--- src/core/rst_rec_pkg.sv ---
package rst_rec_pkg;

    // ****************************************************************
    // Register map
    // ****************************************************************
    localparam logic [7:0] OFS_RESET_STATUS_CONTROL = 8'h00;
    localparam logic [7:0] OFS_IRQ_STATUS = 8'h01;
    localparam logic [7:0] OFS_IRQ_MASK = 8'h02;

    // Reset status and control fields.
    localparam int BIT_USER_RESET = 0;
    localparam int BIT_EXTERNAL_RESET_FLAG = 4;
    localparam int BIT_WATCHDOG_FLAG = 5;
    localparam int BIT_STOP_FLAG = 6;
    localparam int BIT_FAULT_DETECT_FLAG = 7;
    localparam logic [7:0] RSC_RESET = 8'h00;

    // Interrupt status and mask fields.
    localparam int IRQ_RESET_DONE = 0;
    localparam int IRQ_RECOVERY_DONE = 1;
    localparam int IRQ_WATCHDOG_EXC = 2;
    localparam logic [2:0] IRQ_RESET = 3'h0;

    // ****************************************************************
    // Timing counts and reset vector location
    // ****************************************************************
    localparam logic [15:0] TAIL_CYCLES = 16'h0010;
    localparam logic [15:0] RECOVERY_OSC_CYCLES = 16'h0042;
    localparam logic [15:0] VECTOR_BASE = 16'h0004;
    localparam logic [15:0] VECTOR_BYTES = 16'h0004;

    // ****************************************************************
    // Types
    // ****************************************************************
    typedef struct packed {
        logic [7:0] addr;
        logic [7:0] wdata;
        logic wr;
        logic rd;
    } reg_req_t;

    typedef struct packed {
        logic fault_detect;
        logic voltage_brownout;
        logic watchdog_unit_timeout;
        logic watchdog_unit_exc_mode;
        logic write_from_on_chip_debugger;
    } reset_src_t;

    typedef struct packed {
        logic [15:0] addr;
        logic rd;
    } vec_req_t;

    typedef enum logic [4:0] {
        ST_RUN = 5'b00001,
        ST_HOLD = 5'b00010,
        ST_TAIL = 5'b00100,
        ST_RECOVER = 5'b01000,
        ST_FETCH = 5'b10000
    } seq_state_t;

endpackage

--- src/core/reset_and_stop_recovery.sv ---
// Overview of operation
// - Stay in reset while pin low.
// - Pin held past timeout: exit 16 cycles later.
// - Early release: device drives pin until timeout.
// - Stop mode bypasses reset input filter.
// - External reset sets external reset flag.
// - Pin is open-drain reset indicator during reset.
// - Internal event drives pin low for delay.
// - Writing bit 0 starts system reset.
// - Debugger-written user reset spares debugger logic.
// - Fault detect forces reset, then sets flag.
// - Stop recovery holds reset 66 oscillator cycles.
// - Stop recovery keeps all other state.
// - Fetch vector from 0004h-0007h into PC.
// - Stop recovery sets stop flag.
// - Watchdog in stop: recovery, watchdog and stop flags.
// - Watchdog exception served after recovery completes.
// - Enabled GPIO edge starts recovery, sets stop.
// - Short GPIO pulse wakes without pin interrupt.
`timescale 1ns/1ps
module reset_and_stop_recovery #(
    parameter int GPIO_N = 8,
    parameter int FILTER_CYCLES = 4,
    parameter logic [15:0] SYS_TIMEOUT_CYCLES = 16'h0400,
    parameter logic [15:0] INT_DELAY_CYCLES = 16'h0100
) (
    // Clock and power-on reset
    input wire logic clk_sys,
    input wire logic rst_b,
    // Open-drain reset pin
    input wire logic rst_pin_in,
    output logic rst_pin_out,
    output logic rst_pin_oe,
    // Register port
    input wire rst_rec_pkg::reg_req_t reg_req,
    output logic [7:0] reg_rdata,
    // Internal reset and wake sources
    input wire rst_rec_pkg::reset_src_t src,
    input wire logic stop_mode,
    input wire logic osc_tick,
    input wire logic [GPIO_N-1:0] gpio_pin,
    input wire logic [GPIO_N-1:0] gpio_wake_en,
    // Reset outputs
    output logic core_reset_b,
    output logic periph_reset_b,
    output logic debug_reset_b,
    output logic osc_ctrl_reset,
    // Reset vector fetch
    output rst_rec_pkg::vec_req_t vec_req,
    input wire logic [7:0] vec_data,
    output logic [31:0] pc_value,
    output logic pc_load,
    output logic watchdog_exc_req,
    // Interrupt
    output logic irq
);
    import rst_rec_pkg::*;

    // ****************************************************************
    // Pin synchronisers and reset input filter
    // ****************************************************************
    logic pin_s1_r, pin_s2_r;
    logic [GPIO_N-1:0] gpio_s1_r, gpio_s2_r, gpio_snap_r;
    logic [7:0] filt_cnt_r;
    logic pin_filt_r;
    logic pin_low;

    // Two flops ahead of any logic on the pins.
    always_ff @(posedge clk_sys or negedge rst_b) begin
        if (!rst_b) begin
            pin_s1_r <= 1'b1;
            pin_s2_r <= 1'b1;
            gpio_s1_r <= '0;
            gpio_s2_r <= '0;
        end else begin
            pin_s1_r <= rst_pin_in;
            pin_s2_r <= pin_s1_r;
            gpio_s1_r <= gpio_pin;
            gpio_s2_r <= gpio_s1_r;
        end
    end

    // The filtered level follows the pin after it is stable long enough.
    always_ff @(posedge clk_sys or negedge rst_b) begin
        if (!rst_b) begin
            filt_cnt_r <= 8'h00;
            pin_filt_r <= 1'b1;
        end else if (pin_s2_r == pin_filt_r) begin
            filt_cnt_r <= 8'h00;
        end else if (filt_cnt_r == 8'(FILTER_CYCLES - 1)) begin
            filt_cnt_r <= 8'h00;
            pin_filt_r <= pin_s2_r;
        end else begin
            filt_cnt_r <= filt_cnt_r + 8'h01;
        end
    end

    assign pin_low = stop_mode ? !pin_s2_r : !pin_filt_r;

    // ****************************************************************
    // Wake detection
    // ****************************************************************
    logic gpio_wake;

    // The pin levels are captured while running and during any reset sequence;
    // any enabled pin that differs in stop mode wakes the block, so a pulse
    // shorter than the interrupt path can see still leads to recovery. The
    // capture during recovery keeps the same change from waking it twice.
    always_ff @(posedge clk_sys or negedge rst_b) begin
        if (!rst_b) begin
            gpio_snap_r <= '0;
        end else if (!stop_mode || !core_reset_b) begin
            gpio_snap_r <= gpio_s2_r;
        end
    end

    assign gpio_wake = stop_mode && |((gpio_s2_r ^ gpio_snap_r) & gpio_wake_en);

    // ****************************************************************
    // Sequencer
    // ****************************************************************
    seq_state_t state_r;
    logic [15:0] cnt_r;
    logic [15:0] hold_len_r;
    logic drive_r;
    logic ext_cause_r, dbg_cause_r, fault_cause_r, wdt_cause_r, stop_cause_r;
    logic exc_mode_r;
    logic user_wr;
    logic int_event;
    logic fetch_done;

    assign user_wr = reg_req.wr && reg_req.addr == OFS_RESET_STATUS_CONTROL
        && reg_req.wdata[BIT_USER_RESET];
    assign int_event = src.fault_detect || src.voltage_brownout
        || (src.watchdog_unit_timeout && !stop_mode) || user_wr;
    assign fetch_done = state_r == ST_FETCH && cnt_r == VECTOR_BYTES;

    // State, counter and pin drive move together.
    always_ff @(posedge clk_sys or negedge rst_b) begin
        if (!rst_b) begin
            state_r <= ST_HOLD;
            cnt_r <= 16'h0000;
            hold_len_r <= INT_DELAY_CYCLES;
            drive_r <= 1'b1;
        end else begin
            unique case (state_r)
                ST_RUN: begin
                    cnt_r <= 16'h0000;
                    if (pin_low) begin
                        state_r <= ST_HOLD;
                        hold_len_r <= SYS_TIMEOUT_CYCLES;
                        drive_r <= 1'b0;
                    end else if (int_event) begin
                        state_r <= ST_HOLD;
                        hold_len_r <= INT_DELAY_CYCLES;
                        drive_r <= 1'b1;
                    end else if (stop_mode && (src.watchdog_unit_timeout || gpio_wake)) begin
                        state_r <= ST_RECOVER;
                    end
                end
                ST_HOLD: begin
                    if (!pin_low) begin
                        drive_r <= 1'b1;
                    end
                    if (cnt_r >= hold_len_r - 16'h0001) begin
                        state_r <= ST_TAIL;
                        cnt_r <= 16'h0000;
                        drive_r <= 1'b0;
                    end else begin
                        cnt_r <= cnt_r + 16'h0001;
                    end
                end
                ST_TAIL: begin
                    if (pin_low) begin
                        cnt_r <= 16'h0000;
                    end else if (cnt_r == TAIL_CYCLES - 16'h0001) begin
                        state_r <= ST_FETCH;
                        cnt_r <= 16'h0000;
                    end else begin
                        cnt_r <= cnt_r + 16'h0001;
                    end
                end
                ST_RECOVER: begin
                    if (osc_tick) begin
                        if (cnt_r == RECOVERY_OSC_CYCLES - 16'h0001) begin
                            state_r <= ST_FETCH;
                            cnt_r <= 16'h0000;
                        end else begin
                            cnt_r <= cnt_r + 16'h0001;
                        end
                    end
                end
                ST_FETCH: begin
                    if (fetch_done) begin
                        state_r <= ST_RUN;
                        cnt_r <= 16'h0000;
                    end else begin
                        cnt_r <= cnt_r + 16'h0001;
                    end
                end
                default: begin
                    state_r <= ST_HOLD;
                    cnt_r <= 16'h0000;
                    hold_len_r <= INT_DELAY_CYCLES;
                    drive_r <= 1'b1;
                end
            endcase
        end
    end

    // Causes are latched on entry and cleared when the sequence ends.
    always_ff @(posedge clk_sys or negedge rst_b) begin
        if (!rst_b) begin
            ext_cause_r <= 1'b0;
            dbg_cause_r <= 1'b0;
            fault_cause_r <= 1'b0;
            wdt_cause_r <= 1'b0;
            stop_cause_r <= 1'b0;
            exc_mode_r <= 1'b0;
        end else if (state_r == ST_RUN) begin
            ext_cause_r <= pin_low;
            dbg_cause_r <= !pin_low && user_wr && src.write_from_on_chip_debugger;
            fault_cause_r <= !pin_low && src.fault_detect;
            wdt_cause_r <= !pin_low && src.watchdog_unit_timeout;
            stop_cause_r <= !pin_low && !int_event && stop_mode
                && (src.watchdog_unit_timeout || gpio_wake);
            exc_mode_r <= src.watchdog_unit_exc_mode;
        end
    end

    assign rst_pin_out = 1'b0;
    assign rst_pin_oe = drive_r;

    assign core_reset_b = state_r == ST_RUN;
    assign periph_reset_b = !(state_r == ST_HOLD || state_r == ST_TAIL);
    assign debug_reset_b = periph_reset_b || dbg_cause_r;
    assign osc_ctrl_reset = state_r == ST_RECOVER;

    // ****************************************************************
    // Reset vector fetch
    // ****************************************************************
    // vector fetch
    assign vec_req.rd = state_r == ST_FETCH && cnt_r < VECTOR_BYTES;
    assign vec_req.addr = VECTOR_BASE + cnt_r;

    // Bytes return one cycle after each read and fill the PC high first.
    always_ff @(posedge clk_sys or negedge rst_b) begin
        if (!rst_b) begin
            pc_value <= 32'h00000000;
            pc_load <= 1'b0;
            watchdog_exc_req <= 1'b0;
        end else begin
            if (state_r == ST_FETCH && cnt_r != 16'h0000) begin
                pc_value <= {pc_value[23:0], vec_data};
            end
            pc_load <= fetch_done;
            watchdog_exc_req <= fetch_done && stop_cause_r && wdt_cause_r && exc_mode_r;
        end
    end

    // ****************************************************************
    // Registers and interrupt
    // ****************************************************************
    logic [7:0] rsc_r;
    logic [2:0] irq_stat_r, irq_mask_r, irq_set;
    logic rd_stat;

    // Flags are set when the sequence ends; write one clears, set wins.
    always_ff @(posedge clk_sys or negedge rst_b) begin
        if (!rst_b) begin
            rsc_r <= RSC_RESET;
        end else begin
            if (reg_req.wr && reg_req.addr == OFS_RESET_STATUS_CONTROL) begin
                rsc_r <= rsc_r & ~{reg_req.wdata[7:1], 1'b0};
            end
            if (fetch_done) begin
                if (ext_cause_r) rsc_r[BIT_EXTERNAL_RESET_FLAG] <= 1'b1;
                if (fault_cause_r) rsc_r[BIT_FAULT_DETECT_FLAG] <= 1'b1;
                if (wdt_cause_r) rsc_r[BIT_WATCHDOG_FLAG] <= 1'b1;
                if (stop_cause_r) rsc_r[BIT_STOP_FLAG] <= 1'b1;
            end
        end
    end

    assign irq_set = {watchdog_exc_req, fetch_done && stop_cause_r,
        fetch_done && !stop_cause_r};
    assign rd_stat = reg_req.rd && reg_req.addr == OFS_IRQ_STATUS;

    // Sticky events, cleared by a read of the status register.
    always_ff @(posedge clk_sys or negedge rst_b) begin
        if (!rst_b) begin
            irq_stat_r <= IRQ_RESET;
        end else begin
            irq_stat_r <= (rd_stat ? 3'h0 : irq_stat_r) | irq_set;
        end
    end

    // Mask register.
    always_ff @(posedge clk_sys or negedge rst_b) begin
        if (!rst_b) begin
            irq_mask_r <= IRQ_RESET;
        end else if (reg_req.wr && reg_req.addr == OFS_IRQ_MASK) begin
            irq_mask_r <= reg_req.wdata[2:0];
        end
    end

    assign irq = |(irq_stat_r & irq_mask_r);

    // Read data stands one cycle after the strobe; unmapped reads zero.
    always_ff @(posedge clk_sys or negedge rst_b) begin
        if (!rst_b) begin
            reg_rdata <= 8'h00;
        end else if (reg_req.rd) begin
            unique case (reg_req.addr)
                OFS_RESET_STATUS_CONTROL: reg_rdata <= {rsc_r[7:1], 1'b0};
                OFS_IRQ_STATUS: reg_rdata <= {5'h00, irq_stat_r};
                OFS_IRQ_MASK: reg_rdata <= {5'h00, irq_mask_r};
                default: reg_rdata <= 8'h00;
            endcase
        end else begin
            reg_rdata <= 8'h00;
        end
    end

endmodule

--- config.mk ---
export PLATFORM = sky130hd
export DESIGN_NAME = reset_and_stop_recovery
export DESIGN_NICKNAME = d
export VERILOG_FILES = /design/src/core/rst_rec_pkg.sv /design/src/core/reset_and_stop_recovery.sv
export SDC_FILE = /design/constraint.sdc
export NUM_CORES = 1
export LEC_CHECK = 0
export BUFFER_PORTS_ARGS = -buffer_cell sky130_fd_sc_hd__buf_2
export CAP_MARGIN = 20
export CORE_AREA = 2 2 139 141
export DETAILED_ROUTE_END_ITERATION = 16
export DIE_AREA = 0 0 141 143
export PLACE_DENSITY = 0.53
export SYNTH_ARGS = -nofsm -noshare
export SYNTH_HDL_FRONTEND = slang
export SYNTH_SLANG_ARGS = --single-unit
--- constraint.sdc ---
create_clock -name clk_sys -period 4.86 [get_ports clk_sys]
set_input_delay 0.486 -clock clk_sys [delete_from_list [all_inputs] [get_ports clk_sys]]
set_output_delay 0.486 -clock clk_sys [all_outputs]
set_load 0.1 [all_outputs]
* Word level (Yosys, flattened, before mapping)
Cells that the tools add are included.
** Storage, ports and cells
- Register bits :: 135
- Latch bits :: 0
- Memories :: 0
- Bits in read-only memories :: 0
- Bits in writable memories :: 0
- Output and inout port bits :: 66
** Cells by class
- Mux-type cells :: 37
- Equal/unequal tests :: 21
- Divide/modulo/power cells :: 0
- Order comparisons :: 2
- Shift operators :: 0
- Bitwise logic cells :: 9
- Multiply operators :: 0
- Reduce and logical (&&, ||, !) cells :: 46
- Add/sub/neg operators :: 4
** Operators by type and width (number)
- 2-to-1 mux 16 bit :: 8
- case mux 16 bit (4 select lines) :: 1
- 2-to-1 mux 5 bit :: 9
- 2-to-1 mux 8 bit :: 4
- case mux 16 bit (2 select lines) :: 1
- case mux 5 bit (5 select lines) :: 1
- case mux 8 bit (3 select lines) :: 1
- logical AND 1 bit :: 21
- adder 16 x 1 -> 16 bit (second input constant) :: 1
- adder 3 x 16 -> 16 bit (first input constant) :: 1
- bitwise AND 8 bit :: 2
- equality test 16 x 3 -> 1 bit (second input constant) :: 1
- equality test 16 x 4 -> 1 bit (second input constant) :: 1
- equality test 16 x 7 -> 1 bit (second input constant) :: 1
- equality test 8 x 2 -> 1 bit (second input constant) :: 2
- greater-or-equal comparator 16 bit :: 1
- < comparator 16 x 3 -> 1 bit (second input constant) :: 1
- nonzero test 16 bit :: 1
- subtractor 16 x 1 -> 16 bit (second input constant) :: 1
- inequality test 2 bit (second input constant) :: 5
- 2-to-1 mux 1 bit :: 9
- adder 8 x 1 -> 8 bit (second input constant) :: 1
- equality test 8 x 1 -> 1 bit (second input constant) :: 1
- logical NOT 1 bit :: 8
- other kinds (26) :: 36

* Logic depth before layout (Yosys ltp)
- Depth after elaboration :: 10
- Mapped depth :: 11

* Worst setup path after synthesis
No wires, ideal clock.
- Path kind :: register to output
- Start :: register cnt_r[12]
- End :: output vec_req[0] (netlist bit)
- Path buffers :: 1
- Slack :: 0.736 ns
- Data required time :: 4.374 ns
- Data arrival time :: 3.638 ns
- Stages on the path, launching flop included :: 6
- Path through :: dfrtp_1 buf_2 or4_4 nor3_4 nand2_1 nor3b_1
** RTL lines
- start, declared :: RTL line reset_and_stop_recovery.sv:123 : logic [15:0] cnt_r;
- start signal, assigned :: RTL line reset_and_stop_recovery.sv:170 : cnt_r <= cnt_r + 16'h0001;
- start signal, assigned :: RTL line reset_and_stop_recovery.sv:180 : cnt_r <= cnt_r + 16'h0001;
- start signal, assigned :: RTL line reset_and_stop_recovery.sv:189 : cnt_r <= cnt_r + 16'h0001;
- end, declared :: RTL line reset_and_stop_recovery.sv:49 : output rst_rec_pkg::vec_req_t vec_req,

==> impl_metrics.json <==
{
  "clkPwrFrac": 0.508,
  "worstSetupPathType": "register to primary output",
  "p_seq_frac": 0.427,
  "syn-cell-area_um2": 5510,
  "grt_pass1_wl_mm": 20.56,
  "tritoncts": "yes",
  "worstPathRequired_ns": 4.37,
  "rsz0062_at_grt": "false",
  "r2r_cells": 10,
  "finalSetupTns_ns": 0,
  "p_total_uw": 2479,
  "cpLargestDelayFamily": "simple AND/OR/NAND/NOR gates",
  "clock_sinks": 120,
  "ys_top_cells_by_area": "dfrtp_1, mux2_2, ha_1",
  "synthCells": 473,
  "drc": 0,
  "coreArea_um2": 18580,
  "netlist.area_leader.share": 0.5177,
  "pwr-share-comb": 0.065,
  "die_w_um": 141,
  "fmax_ghz": 0.3181,
  "crit_end": "vec_req[0]",
  "yosysMostFrequentCell": "dfrtp_1",
  "cts_setup_buffers": 0,
  "synth_edf_count": 0,
  "synth_cell_types": 57,
  "worst-path-stages": 5,
  "setup_viol": 0,
  "place_inst": 810,
  "syn_nets": 542,
  "power_switching_share": 0.2516,
  "die_h_um": 143,
  "slowest_delay_ns": 0.62,
  "grt_max_degree": 71,
  "initial_utilization": 0.2966,
  "via_per_inst": 4.702,
  "path_buf_inv": 1,
  "cts_max_path_buffers": 2,
  "synthFlopType": "dfrtp_1",
  "instances_no_fill": 842,
  "rr_endpoint": "cnt_r[3]",
  "finalClockSkew_ns": 0.009412,
  "drive_gt1_frac": 0.3618,
  "dp_hpwl_mm": 9.131,
  "ys_ff_latch": 120,
  "core.rowCount": 50,
  "grt_usage": 0.1304,
  "antenna_left": 0,
  "p_per_area_nw_per_um2": 359.6,
  "leakagePower_uw": 0.003420,
  "wirelength_met1_mm": 5.526,
  "timing.rr.start": "hold_len_r[8]",
  "relSlewSlack": 0.3959,
  "cts_hold_buffers": 0,
  "drt_wl_total_mm": 12.41,
  "crit_chain": "or4_4 -> nor3_4 -> nand2_1 -> nor3b_1 -> buf_2",
  "cts-root-buf": "clkbuf_16",
  "arrival_ns": 2.66,
  "grt_overflow": 0,
  "met2WireLength_mm": 6.055,
  "routedWlPerCell_um": 14.74,
  "r2r_slack_ns": 2.02,
  "end_kind": "primary output",
  "max_cap_viol_count": 0,
  "routabilityCongestion": 0.8070,
  "cp-startpoint": "cnt_r[9]",
  "topRoutingLayerUsed": "met4",
  "intPower_uw": 1855,
  "period_minus_slack_ns": 3.143,
  "die-area_um2": 20160,
  "start_kind": "register",
  "wl_met3_um": 611,
  "diodes": 0,
  "tightest_slew_ns": 0.9062,
  "yosys.area.top_type": "dfrtp_1",
  "synth_area_per_cell_um2": 11.65,
  "finalNetCount": 664,
  "numCtsBuffers": 17,
  "yosysSeqAreaShare": 0.5463,
  "ys_warn_count": 0,
  "cp_max_fo": 7,
  "slew_viol_final": 0,
  "hold_viol": 0,
  "first_global_vias": 4099,
  "num_io_pins": 118,
  "irDropWorstVdd_uv": 235.1,
  "hp-class": "input pin to register",
  "final.period_utilization": 0.6468,
  "cts_resized": 0,
  "dr.pass1.iters": 4,
  "status": "complete, no violations",
  "io_buffers": 116,
  "p_sw_uw": 623.6,
  "vias": 3959,
  "cts_max_level": 4,
  "path_clk_slew_ns": 0.06,
  "drt_iter0_markers": 134,
  "antenna_found_initial": 0,
  "syn2layout_area_growth_pct": 25.09,
  "crit_path_top_delay_cell": "or4_4",
  "clk_latency_ns": 0.42,
  "async_flop_share": 1.000,
  "yosys-top-cells-count": "dfrtp_1, mux2_2, nor2_1, nand2_1, xor2_1"
}
## worst min-delay path by stage
| stage | from | to | slack [ns] | cells after the start |
|---|---|---|---|---|
| after global placement | gpio_s1_r[6] | gpio_s2_r[6] | 0.33 | 0 |
| after floorplan | rst_b | cnt_r[0] | 0.19 | 0 |
| after CTS | rst_pin_in | pin_s1_r | 0.15 | 1 |
| after global routing | rst_pin_in | pin_s1_r | 0.15 | 1 |
| after detailed placement | gpio_s1_r[1] | gpio_s2_r[1] | 0.33 | 0 |
| final | rst_pin_in | pin_s1_r | 0.17 | 1 |
## registers in the layout, indices dropped and copies added, names as in the netlist, 2 cells and up
register,count
hold_len_r,2
state_r,5
cnt_r,16
reg_rdata,8
filt_cnt_r,8
pc_value,32
gpio_s2_r,8
gpio_s1_r,8
rsc_r,7
irq_stat_r,3
irq_mask_r,3
gpio_snap_r,8
## per-stage QoR
step / hold slack [ns] / area [um2] / utilization / worst slack, ns
2_1_floorplan: 0.1904 / 5510 / - / 0.7359
3_3_place_gp: 0.3336 / 6300 / 0.3391 / 2.106
3_5_place_dp: 0.3347 / 6300 / 0.3391 / 2.050
4_1_cts: 0.1526 / 6893 / 0.3710 / 1.682
5_1_grt: 0.1496 / 6893 / 0.3710 / 1.573
6_report: 0.1687 / 6893 / 0.3710 / 1.717
## logic make-up (layout without fill, tap and decap cells)
logic type | count (synthesis) | after routing | share of synthesized area
other | 1 | 1 | 0.0006805
adder cells (fa/ha/maj) | 17 | 17 | 0.03860
AND/OR/NAND/NOR | 174 | 174 | 0.1723
AO/OA/AOI/OAI | 45 | 45 | 0.05631
flip-flops | 120 | 120 | 0.5463
XOR/XNOR | 37 | 37 | 0.05881
multiplexers | 48 | 48 | 0.09764
buffers and inverters | 31 | 166 | 0.02929
## layout by cell type, fill, tap and decap left out, drive strengths merged, types with 13 or more instances in the layout
master and count:
clkbuf 17, nor2 46, mux2 46, nand3 17, ha 17, nand2 38, dfrtp 114, xnor2 13
inv 23, xor2 24, buf 118
## power by group through the flow
stage | clock, uW | combinational (uW) | sequential, uW
after floorplan | 0 | 73.2 | 1100
after global placement | 0 | 161 | 1070
after detailed placement | 0 | 166 | 1080
after CTS | 1300 | 167 | 1060
after global routing | 1340 | 181 | 1060
final | 1260 | 162 | 1060
## worst reg2reg max path, cell delays in order, from the launching register on
cell and delay, ns:
dfstp_2 0.55, inv_1 0.05, ha_1 0.19, inv_1 0.13, ha_1 0.27, a211oi_1 0.21
nor2_1 0.10, nor4_1 0.57, nor4_4 0.13, or4_1 0.48, o21ai_0 0.08
## routing by layer
metal | vias to the layer above | track usage
met2 | 109 | 0.2203
met5 | - | 0
met4 | 0 | 0.05474
met3 | 17 | 0.03521
met1 | 1936 | 0.1579
li1 | 1897 | -
## final cells by class
class / instances / area, um2
Inverter: 16 / 60.06
Clock inverter: 15 / 167.7
Multi-Input combinational cell: 322 / 2338
Tap cell: 234 / 292.8
Fill cell: 1824 / 11690
Timing Repair Buffer: 118 / 598.1
Clock buffer: 17 / 425.4
Sequential cell: 120 / 3010
Power figures use the tool's default switching activity.
